File: src/rtl/tag_fifo.sv
// synchronous fifo with valid and ready on both sides
// assumes producer and consumer share clk; clear empties it at once
`timescale 1ns/1ps
module tag_fifo #(
  parameter int unsigned WIDTH = 10,
  parameter int unsigned DEPTH = 8
) (
  input wire logic clk,
  input wire logic rst_b,
  input wire logic clear,
  input wire logic inValid,
  input wire logic [WIDTH-1:0] inData,
  output logic inReady,
  output logic outValid,
  output logic [WIDTH-1:0] outData,
  input wire logic outReady
);

  localparam int unsigned AW = (DEPTH > 1) ? $clog2(DEPTH) : 1;
  localparam logic [AW-1:0] LAST = AW'(DEPTH - 1);
  localparam logic [AW:0] FULL = (AW + 1)'(DEPTH);

  typedef struct packed {
    logic [DEPTH-1:0][WIDTH-1:0] mem;
    logic [AW-1:0] wrPtr;
    logic [AW-1:0] rdPtr;
    logic [AW:0] fill;
  } fifo_state_t;

  fifo_state_t s_q;
  fifo_state_t s_d;
  logic push;
  logic pop;

  assign inReady = (s_q.fill != FULL);
  assign outValid = (s_q.fill != '0);
  assign outData = s_q.mem[s_q.rdPtr];
  assign push = inValid && inReady;
  assign pop = outValid && outReady;

  always_comb begin
    s_d = s_q;
    if (push) begin
      s_d.mem[s_q.wrPtr] = inData;
      s_d.wrPtr = (s_q.wrPtr == LAST) ? '0 : s_q.wrPtr + 1'b1;
    end
    if (pop) begin
      s_d.rdPtr = (s_q.rdPtr == LAST) ? '0 : s_q.rdPtr + 1'b1;
    end
    s_d.fill = s_q.fill + (AW + 1)'(push) - (AW + 1)'(pop);
    if (clear) begin
      s_d.wrPtr = '0;
      s_d.rdPtr = '0;
      s_d.fill = '0;
    end
  end

  always_ff @(posedge clk) begin
    if (!rst_b) begin
      s_q <= '0;
    end else begin
      s_q <= s_d;
    end
  end

endmodule

File: config.mk
export PLATFORM = sky130hd
export DESIGN_NAME = tag_fifo
export DESIGN_NICKNAME = d
export VERILOG_FILES = /design/src/rtl/tag_fifo.sv
export SDC_FILE = /design/constraint.sdc
export NUM_CORES = 1
export LEC_CHECK = 0
export ABC_AREA = 1
export BUFFER_PORTS_ARGS = -buffer_cell sky130_fd_sc_hd__buf_4
export CORE_ASPECT_RATIO = 0.7
export CORE_UTILIZATION = 60
export CTS_BUF_LIST = sky130_fd_sc_hd__clkbuf_2
export CTS_CLUSTER_SIZE = 16
export DETAILED_ROUTE_END_ITERATION = 8
export PLACE_DENSITY = 0.79
export SLEW_MARGIN = 10
export SYNTH_ARGS = -nofsm -noshare
export SYNTH_HDL_FRONTEND = slang
export SYNTH_SLANG_ARGS = --single-unit
File: constraint.sdc
create_clock -name clk -period 2.4 [get_ports clk]
set_input_delay 0.48 -clock clk [delete_from_list [all_inputs] [get_ports clk]]
set_output_delay 0.48 -clock clk [all_outputs]
set_load 0.03 [all_outputs]
* Word level (Yosys, flattened, before mapping) *
Cells that the tools add are included.
Widths: inputs -> output; s select.

word-level totals
  input bits = 15
  memories kept = 0
  register bits = 90
  bits in writable memories = 0
  bits in latches = 0
  output and inout bits = 12
  ROM bits = 0
  logic and storage cells = 34

operators by class
  divide/modulo/power cells = 0
  reduce and logical (&&, ||, !) cells = 5
  add/sub/neg operators = 4
  $mul = 0
  shifts and indexed selects = 0
  mux-type cells = 7
  eq/ne operators = 3
  magnitude comparators = 3
  bitwise logic cells = 1

operators with widths
  cell                 count
  $bwmux 80            1
  $bmux 10 s3          1
  $demux 10 s3         1
  $mux 10              2
  $lt 3x4->1 const B   2
  $add 3x1->3 const B  2
  $eq 3x3->1 const B   2
  $mux 3               2
  $add 4x1->4          1
  $ne 4x4->1 const B   1
  $reduce_bool 4->1    1
  $sub 4x1->4          1
  $ge 3x1->1 const B   1
  $logic_and 1x1->1    3
  $reduce_or 2->1      1
  $not 1->1            1

* Depth between registers and ports, before layout *
Gate-level depths: netlist of run 1.

  depth in word-level cells = 5
  depth in mapped cells = 12
  gate-level depth less buffers = 12

* Least setup slack after synthesis of run 1 *
OpenSTA, ideal clock, no wires.

  path type = reg2reg
  from = reg s_q[2] (netlist name)
  to = reg s_q[2] (netlist name)
  buffers on the path = 0
  required time = 2,283 ps
  arrival time = 2,091 ps
  setup slack = 192 ps
  cell stages (with the launch flop) = 13
  clock period less this slack = 2,208 ps
  cell sequence = dfxtp_1 > inv_1 > ha_1 > nand3_1 > nand2_1 > inv_1 > ha_1 > inv_1 > ha_1 > inv_1 > fa_1 > xor2_1 > nor2_1

between the ends
  elaborated cells on any way between the ends = 6

RTL lines
  what                    line  RTL
  from (decl)             30    fifo_state_t s_q;
  from (signal assigned)  60    s_q <= '0;
  from (signal assigned)  62    s_q <= s_d;
  $reduce_bool 4->1       36    assign outValid = (s_q.fill != '0);
  net outValid            14    output logic outValid,
  $logic_and 1x1->1       39    assign pop = outValid && outReady;
  net pop                 33    logic pop;
  $sub 4x1->4             50    s_d.fill = s_q.fill + (AW + 1)'(push) - (AW + 1)'(pop);

The timed path passes the listed nets, and every way through them passes these cells.
A chain may end at the register's enable or synchronous reset.

* Worst setup path in the final report of run 1 *
  from = reg s_q[4] (netlist name)
  to = out outData[8]

between the ends
  word-level cells in the longest chain between the ends = 2

RTL lines
  what                           line  RTL
  $bmux 10 s3                    37    assign outData = s_q.mem[s_q.rdPtr];
  $mux 10 (not written as such)  37
  to (decl)                      15    output logic [WIDTH-1:0] outData,

Every way passes these cells. The select of a mux whose other input is x is not followed.

==> impl_metrics.json, run 1 <==
{
  "outcome": "finished with violations",
  "violations": "negative setup slack",
  "timing.final.hold_violations": 0,
  "core_area_sq_mm": 0.00742,
  "die_h_um": 75.8,
  "yosys_register_bits": 90,
  "hpwl_mm": 8.08,
  "n_antenna_cell": 0,
  "grt_pass1_wl_mm": 21.1,
  "tightest_slew_ns": 0.680,
  "grt_max_degree": 66,
  "yosys_warnings": 0,
  "synthesis.nets": 759,
  "cp-end-kind": "output pin",
  "route.met2.wl_mm": 5.91,
  "cts_tree": "built",
  "hold_class": "primary input to flop",
  "slowest_stage": "dfxtp_4",
  "clkLatencyLatePin_ns": 0.56,
  "start_util": 0.630,
  "io_pins": 27,
  "clock_skew_ns": 0.0174,
  "gp_congestion": 0.912,
  "power_density_mw_per_mm2": 589,
  "htreeDepth": 3,
  "syn_to_final_growth_pct": 10.9,
  "slew_headroom": 0.547,
  "drt_iter0_markers": 665,
  "worst-path-buf-inv": 3,
  "critPathMaxStageDelay_ns": 0.45,
  "met1_length_mm": 5.70,
  "max_freq_mhz": 411,
  "io_buffer_count": 26,
  "antenna_left": 0,
  "fin_util": 0.699,
  "critPathTopFamily": "buffers and inverters",
  "crit_type": "flop to output pin",
  "final_nets": 772,
  "rsz0062_at_grt": "true",
  "largest_reg_flops": 90,
  "wl_per_cell_um": 16.1,
  "setup_tns_ns": -0.0885,
  "first_global_vias": 4323,
  "power_mw": 3.06,
  "drv_slew": 0,
  "cts_buffers": 9,
  "clock_sinks": 90,
  "drive_above_1_share": 0.108,
  "whs_ns": 0.134,
  "clk_pin_slew_ns": 0.23,
  "grtUsageTotal": 0.339,
  "dieArea_sq_mm": 0.00815,
  "reg.largest.list": "s_q: 90 flops",
  "remaining_drc_errors": 0,
  "worstPathArrival_ns": 1.95,
  "regArea_sq_mm": 0.00181,
  "syn_area_sq_mm": 0.00467,
  "crit_top_cell": "nand2_1",
  "largest_register": "s_q",
  "path_cells": "buf_12 > clkinvlp_4 > o21ai_1 > nand2_1 > nand2_1 > nand2_1 > buf_4",
  "synth.distinct_cells": 22,
  "num_vias": 4869,
  "start_kind": "flop",
  "die_w_um": 107,
  "routed_wl_mm": 13.6,
  "fin_ws_ns": -0.0303,
  "nFillCells": 662,
  "synth_area_per_cell_sq_um": 6.38,
  "crit_fanout": 8,
  "row_count": 26,
  "antenna_found_initial": 0,
  "setup_violations": 4,
  "worstPathRequired_ns": 1.92,
  "min_period_ns": 2.43,
  "ir_drop_v": 0.000393,
  "multiInputGateArea_sq_mm": 0.00250,
  "dr.pass1.iters": 8,
  "overflow": 0,
  "route.met3.wl_mm": 1.71,
  "highest_layer": "met4",
  "drv_cap": 0,
  "cts-root-buf": "clkbuf_2",
  "viasPerCell": 5.73,
  "yosysSeqAreaShare": 0.386,
  "leakagePower_nw": 2.39,
  "cts.path.max_buffers": 2,
  "syn_inst": 733,
  "post-route-period-util": 1.01
}
[power breakdown]
part	internal (mW)	switching, mW	total, mW	leakage, nW
Clock	0.122	0.515	0.637	0.0518
Sequential	1.55	0.0369	1.58	0.730
Combinational	0.286	0.546	0.833	1.61
[path summary, 6_finish.rpt]
check             from          to  slack (ns)  cells after the start
max             s_q[4]  outData[8]       -0.03                      7
min          inData[2]     s_q[72]        0.13                      3
max reg2reg     s_q[2]      s_q[2]        0.32                     12
min reg2reg    s_q[24]     s_q[24]        0.50                      2
[cell families (layout without fill, tap and decap cells)]
logic type / after synthesis / after routing / synth area share
AND/OR/NAND/NOR: 491 / 491 / 0.442
buffers and inverters: 92 / 110 / 0.0827
flip-flops: 90 / 90 / 0.386
AO/OA/AOI/OAI: 48 / 48 / 0.0568
adder cells (fa/ha/maj): 11 / 11 / 0.0311
XOR/XNOR: 1 / 1 / 0.00187
[timing repair]
action	4_1_cts	5_1_grt
gates cloned	2	4
hold buffers	0	0
setup endpoints to repair	11	11
buffers inserted	1	1
resized for setup	14	29
pin swaps	2	9
[synth_stat cells]
master	number	area [sq um]
o211ai_1	10	75.1
o21ai_0	34	170
inv_1	43	161
clkinv_1	2	7.51
nor2_1	237	890
nor2_2	5	31.3
buf_1	10	37.5
buf_4	2	15.0
fa_1	1	20.0
nand2_1	170	638
buf_6	1	11.3
a21oi_1	4	20.0
buf_2	21	105
nand3_1	13	65.1
nand3_2	1	10.0
dfxtp_1	90	1800
inv_2	5	18.8
clkbuf_1	8	30.0
xor2_1	1	8.76
ha_1	10	125
nor2_4	5	56.3
nand4_1	60	375
[cell type report]
| cell class | count | share of cell area |
|---|---|---|
| clock inverter | 7 | 0.00700 |
| tap | 98 | 0.0237 |
| timing repair inverter | 2 | 0.00290 |
| multi-input combinational | 551 | 0.482 |
| inverter | 50 | 0.0372 |
| sequential | 90 | 0.349 |
| clock buffer | 9 | 0.00869 |
| timing repair buffer | 42 | 0.0896 |
[metrics by stage]
stage | cells | area [sq um] | setup WS, ns
floorplan | 733 | 4670 | 0.192
global placement | 825 | 4870 | 0.406
detailed placement | 825 | 4870 | 0.356
CTS | 844 | 5040 | -0.0356
global route | 849 | 5180 | -0.0822
finish | 849 | 5180 | -0.0303
[per-layer routing]
layer | track usage | vias up
li1 | - | 2350
met3 | 0.0838 | 43
met4 | 0.0868 | 0
met5 | 0 | -
met2 | 0.544 | 304
met1 | 0.462 | 2172
[worst min-delay path, stage by stage]
cell and delay, ns:
buf_4 0.09, nor2_1 0.04, nor2_1 0.08
[cell usage in the layout, fill, tap and decap left out, drive strengths merged]
cell type and instances:
nor2 247, nand2 170, dfxtp 90, nand4 60, inv 47, buf 39, o21ai 34, nand3 14
clkbuf 12, o211ai 10, ha 10, clkinv 8, clkinvlp 4, a21oi 4, xor2 1, fa 1
(Power assumes the default switching activity.)
==> inputs of run 2 (changes only) <==
--- a/config.mk
+++ b/config.mk
@@ -7,7 +7,6 @@
 export LEC_CHECK = 0
 export ABC_AREA = 1
 export BUFFER_PORTS_ARGS = -buffer_cell sky130_fd_sc_hd__buf_4
-export CORE_ASPECT_RATIO = 0.7
 export CORE_UTILIZATION = 60
 export CTS_BUF_LIST = sky130_fd_sc_hd__clkbuf_2
 export CTS_CLUSTER_SIZE = 16
==> constraint.sdc (replaced) <==
create_clock -name clk -period 3.1 [get_ports clk]
set_input_delay 0.62 -clock clk [delete_from_list [all_inputs] [get_ports clk]]
set_output_delay 0.62 -clock clk [all_outputs]
set_load 0.03 [all_outputs]
==> run 2 against run 1 <==
The flow now finishes without violations. Sequential power decreased by 22%. First-iteration DRC count is 51% lower. Highest routed layer unchanged. Worst setup slack improved by 0.33 ns. Non-clock buffer count is 7 lower. Worst hold slack better by 0.12 ns. Combinational power down 33%. Critical path depth fell by 1.
==> impl_metrics.json, run 2 (synthesis results as in run 1) <==
{
  "outcome": "complete, no violations",
  "n_antenna_cell": 0,
  "critPathMaxStageDelay_ns": 0.60,
  "clock_skew_ns": 0.0351,
  "hpwl_mm": 7.86,
  "worstPathRequired_ns": 2.48,
  "ir_drop_v": 0.000345,
  "max_freq_mhz": 357,
  "io_pins": 27,
  "cts_tree": "built",
  "top_usage_layer": "met2",
  "hold_path_depth": 3,
  "layout_common_cells": "nor2_1, nand2_1, dfxtp_1",
  "crit_top_cell": "nand2_1",
  "grt_max_degree": 66,
  "rsz0062_at_grt": "false",
  "slowest_stage": "inv_1",
  "core_area_sq_mm": 0.00741,
  "drv_slew": 0,
  "worst-path-buf-inv": 2,
  "fin_area_sq_mm": 0.00498,
  "die_w_um": 90.3,
  "antenna_left": 0,
  "dieArea_sq_mm": 0.00815,
  "tightest_slew_ns": 0.827,
  "htreeDepth": 3,
  "routed_wl_mm": 12.1,
  "cp-end-kind": "output pin",
  "use_met1": 0.412,
  "cts.path.max_buffers": 2,
  "whs_ns": 0.251,
  "crit_type": "flop to output pin",
  "antenna_found_initial": 0,
  "row_count": 31,
  "place_area_sq_mm": 0.00486,
  "setup_violations": 0,
  "timing.final.hold_violations": 0,
  "syn_to_final_growth_pct": 6.67,
  "path_cells": "inv_1 > o21ai_0 > nand2_1 > nand2_1 > nand2_1 > buf_4",
  "nFillCells": 678,
  "start_kind": "flop",
  "regArea_sq_mm": 0.00180,
  "drt_iter0_markers": 326,
  "multiInputGateArea_sq_mm": 0.00248,
  "first_global_vias": 4445,
  "final_nets": 763,
  "final_common_cell": "nor2_1",
  "largest_reg_flops": 90,
  "post-route-period-util": 0.904,
  "fin_util": 0.673,
  "slew_headroom": 0.448,
  "worstPathArrival_ns": 2.18,
  "gp_congestion": 0.859,
  "grtUsageTotal": 0.318,
  "critPathTopFamily": "buffers and inverters",
  "min_period_ns": 2.80,
  "grt_pass1_wl_mm": 20.9,
  "clock_sinks": 90,
  "drv_cap": 0,
  "rr_worst_depth": 12,
  "leakagePower_nw": 2.33,
  "remaining_drc_errors": 0,
  "wl_per_cell_um": 14.4,
  "io_buffer_count": 26,
  "power_density_mw_per_mm2": 484,
  "drive_above_1_share": 0.0903,
  "setup_tns_ns": 0,
  "dp_cells": 825,
  "num_vias": 4667,
  "reg.largest.list": "s_q: 90 flops",
  "largest_register": "s_q",
  "ctsResizeCount": 0,
  "start_util": 0.631,
  "die_h_um": 90.3,
  "stdcell_count": 841,
  "overflow": 0,
  "path_depth": 6,
  "clk_pin_slew_ns": 0.28,
  "cts-root-buf": "clkbuf_2",
  "clkLatencyLatePin_ns": 0.58,
  "cts_hold_buffers": 0,
  "post_cts.repair.setup_buffers": 0,
  "crit_fanout": 30,
  "hold_class": "primary input to flop",
  "use_met3": 0.0429,
  "cts_buffers": 9,
  "viasPerCell": 5.55,
  "dr.pass1.iters": 5,
  "met2_usage": 0.511
}
run 2: through the flow:
step	power (mW)	worst slack, ns
2_1_floorplan	1.64	0.892
3_3_place_gp	1.78	0.982
3_5_place_dp	1.80	0.953
4_1_cts	2.41	0.333
5_1_grt	2.53	0.117
6_report	2.41	0.297
run 2: power breakdown:
group	switching [mW]	leakage [nW]	internal, mW	total [mW]
Sequential	0.0260	0.729	1.20	1.23
Combinational	0.387	1.53	0.171	0.558
Clock	0.428	0.0771	0.201	0.629
run 2: worst register-to-register path: cells and delay by family, from the launching register on:
family                   cells  cell delay (ns)
XOR/XNOR                     1             0.15
adder cells (fa/ha/maj)      4             0.96
buffers and inverters        4             0.31
flip-flops                   1             0.38
AND/OR/NAND/NOR              3             0.28
run 2: per-layer routing:
metal / share of wire / routed length [um]
met2: 0.46 / 5570
met3: 0.062 / 749
met4: 0.035 / 419
met5: 0 / 0
met1: 0.44 / 5350
run 2: area by class of cell:
class / count / share of cell area
Tap cell: 99 / 0.0248
Inverter: 50 / 0.0377
Sequential cell: 90 / 0.361
Timing Repair Buffer: 35 / 0.0527
Multi-Input combinational cell: 551 / 0.498
Clock buffer: 10 / 0.0100
Clock inverter: 6 / 0.0148
run 2: final timing paths:
path | start | endpoint | slack, ns
max | s_q[4] | outData[4] | 0.30
min | inData[0] | s_q[80] | 0.25
max reg2reg | s_q[2] | s_q[2] | 0.97
min reg2reg | s_q[40] | s_q[40] | 0.50
==> inputs of run 3 (changes only) <==
--- a/config.mk
+++ b/config.mk
@@ -5,7 +5,6 @@
 export SDC_FILE = /design/constraint.sdc
 export NUM_CORES = 1
 export LEC_CHECK = 0
-export ABC_AREA = 1
 export BUFFER_PORTS_ARGS = -buffer_cell sky130_fd_sc_hd__buf_4
 export CORE_UTILIZATION = 60
 export CTS_BUF_LIST = sky130_fd_sc_hd__clkbuf_2
==> run 3 against run 2 <==
The flow now finishes with violations (design-rule violations). Synthesized area fell by 13%. Combinational power shrank 41%. Clock skew is 0.025 ns lower. Global-route usage shrank 5.6 points. Worst hold slack improved by 0.11 ns. First-iteration DRC count fell by 61%. Via count down 40%. Sequential power barely moved. Synthesized cell count is 48% lower. Utilization grew 2.1 points. Largest power group unchanged.
==> impl_metrics.json, run 3 <==
{
  "gp_congestion": 0.718,
  "fin_area_sq_mm": 0.00448,
  "hpwl_mm": 5.55,
  "slew_headroom": 0.487,
  "die_w_um": 84.5,
  "start_util": 0.632,
  "yosys.cell_count.top_type": "nand2_1",
  "rsz0062_at_grt": "false",
  "start_kind": "flop",
  "worstPathRequired_ns": 2.48,
  "synthesis.nets": 406,
  "place_area_sq_mm": 0.00437,
  "remaining_drc_errors": 1,
  "antenna_left": 0,
  "largest_register": "s_q",
  "overflow": 0,
  "antenna_found_initial": 0,
  "p_sw_uw": 601,
  "tightest_slew_ns": 0.770,
  "wl_per_cell_um": 17.1,
  "grt_pass1_wl_mm": 14.3,
  "async_flop_share": 0,
  "core_area_sq_mm": 0.00646,
  "grt_max_degree": 49,
  "pwr-share-clk": 0.275,
  "cts_hold_buffers": 0,
  "n_antenna_cell": 0,
  "synth.top_cell.area_share": 0.441,
  "reg.largest.list": "s_q: 90 flops",
  "io_buffer_count": 26,
  "max_freq_mhz": 356,
  "crit_fanout": 14,
  "final_nets": 431,
  "final_common_cell": "nand2_1",
  "synth_area_per_cell_sq_um": 10.7,
  "seqPwrFrac": 0.570,
  "syn_to_final_growth_pct": 9.78,
  "power_mw": 2.11,
  "synthTopCellsByArea": "dfxtp_1, mux2i_1, mux4_2, nand2_1, ha_1",
  "cts-root-buf": "clkbuf_2",
  "ir_drop_v": 0.000337,
  "outcome": "finished with violations",
  "clock_sinks": 90,
  "synth.distinct_cells": 28,
  "clock_skew_ns": 0.00959,
  "grtUsageTotal": 0.261,
  "yosys_warnings": 0,
  "fin_ws_ns": 0.288,
  "stdcell_count": 487,
  "dp_slack_ns": 0.585,
  "cts_buffers": 9,
  "dr.pass1.iters": 7,
  "leakagePower_nw": 1.86,
  "synth_edf_count": 0,
  "num_vias": 2823,
  "dp_cells": 471,
  "cts.path.max_buffers": 2,
  "io_pins": 27,
  "combPwrFrac": 0.155,
  "die_h_um": 84.5,
  "syn_area_sq_mm": 0.00408,
  "power_density_mw_per_mm2": 471,
  "drv_cap": 0,
  "clk_pin_slew_ns": 0.22,
  "first_global_vias": 2856,
  "yosysSeqAreaShare": 0.441,
  "drt_iter0_markers": 126,
  "min_period_ns": 2.81,
  "post_cts.repair.setup_buffers": 0,
  "routed_wl_mm": 8.35,
  "crit_type": "flop to output pin",
  "netlist_top_cells_count": "nand2_1, dfxtp_1, mux2i_1",
  "syn_inst": 380,
  "setup_tns_ns": 0,
  "cts_tree": "built",
  "p_int_mw": 1.51,
  "htreeDepth": 3,
  "clkLatencyLatePin_ns": 0.52,
  "layout_common_cells": "nand2_1, dfxtp_1, mux2i_1",
  "dieArea_sq_mm": 0.00714,
  "timing.final.hold_violations": 0,
  "synth_flop_cell": "dfxtp_1",
  "swShare": 0.284,
  "post-route-period-util": 0.907,
  "drive_above_1_share": 0.220,
  "cp-end-kind": "output pin",
  "setup_violations": 0,
  "viasPerCell": 5.80,
  "hold_class": "primary input to flop",
  "drv_slew": 0,
  "row_count": 29,
  "synth_area_leader_cell": "dfxtp_1",
  "largest_reg_flops": 90,
  "worstPathArrival_ns": 2.19,
  "yosys_register_bits": 90,
  "ctsResizeCount": 1,
  "violations": "design-rule violations"
}
[run 3: cell families (layout without fill, tap and decap cells)]
| logic type | after synthesis | in the layout | synth area share |
|---|---|---|---|
| and+or+nand+nor | 118 | 118 | 0.126 |
| adders and majority gates | 11 | 11 | 0.0356 |
| AOI/OAI and AO/OA | 14 | 14 | 0.0178 |
| DFF | 90 | 90 | 0.441 |
| xor gates and xnor gates | 1 | 1 | 0.00215 |
| buffers and inverters | 35 | 65 | 0.0405 |
| muxes | 111 | 111 | 0.337 |
[run 3: area by class of cell]
class | instances | area (sq um)
Inverter | 10 | 37.5
Multi-Input combinational cell | 255 | 2140
Tap cell | 77 | 96.3
Sequential cell | 90 | 1800
Clock inverter | 7 | 68.8
Timing Repair Buffer | 39 | 293
Fill cell | 505 | 1980
Clock buffer | 9 | 45.0
[run 3: power by group through the flow]
stage | Combinational (mW) | Sequential (mW) | Clock [mW]
2_1_floorplan | 0.238 | 1.22 | 0
3_3_place_gp | 0.323 | 1.22 | 0
3_5_place_dp | 0.330 | 1.23 | 0
4_1_cts | 0.332 | 1.20 | 0.599
5_1_grt | 0.360 | 1.21 | 0.649
6_report | 0.328 | 1.20 | 0.581
[run 3: worst max-delay path: stages, from the launching register on]
cell,delay (ns)
dfxtp_1,0.38
buf_4,0.28
mux4_2,0.56
mux2_2,0.28
buf_4,0.17
[run 3: metal layers]
metal | vias up | track usage | wire length, um
li1 | 1369 | - | -
met1 | 1388 | 0.337 | 3670
met2 | 60 | 0.438 | 4150
met3 | 6 | 0.0649 | 470
met4 | 0 | 0.0770 | 57
met5 | - | 0 | 0
[run 3: worst paths after layout]
kind / startpoint / to / slack (ns) / cells after the start
worst max-delay path: s_q[4] / outData[2] / 0.29 / 4
worst min register to register: s_q[32] / s_q[32] / 0.47 / 2
worst max register to register: s_q[2] / s_q[2] / 0.76 / 11
worst min-delay path: outReady / s_q[5] / 0.36 / 3
[run 3: metrics by stage]
stage | utilization | hold WS [ns]
after floorplan | - | 0.432
after global placement | 0.676 | 0.440
after detailed placement | 0.676 | 0.449
after CTS | 0.694 | 0.313
after global routing | 0.694 | 0.278
final | 0.694 | 0.357
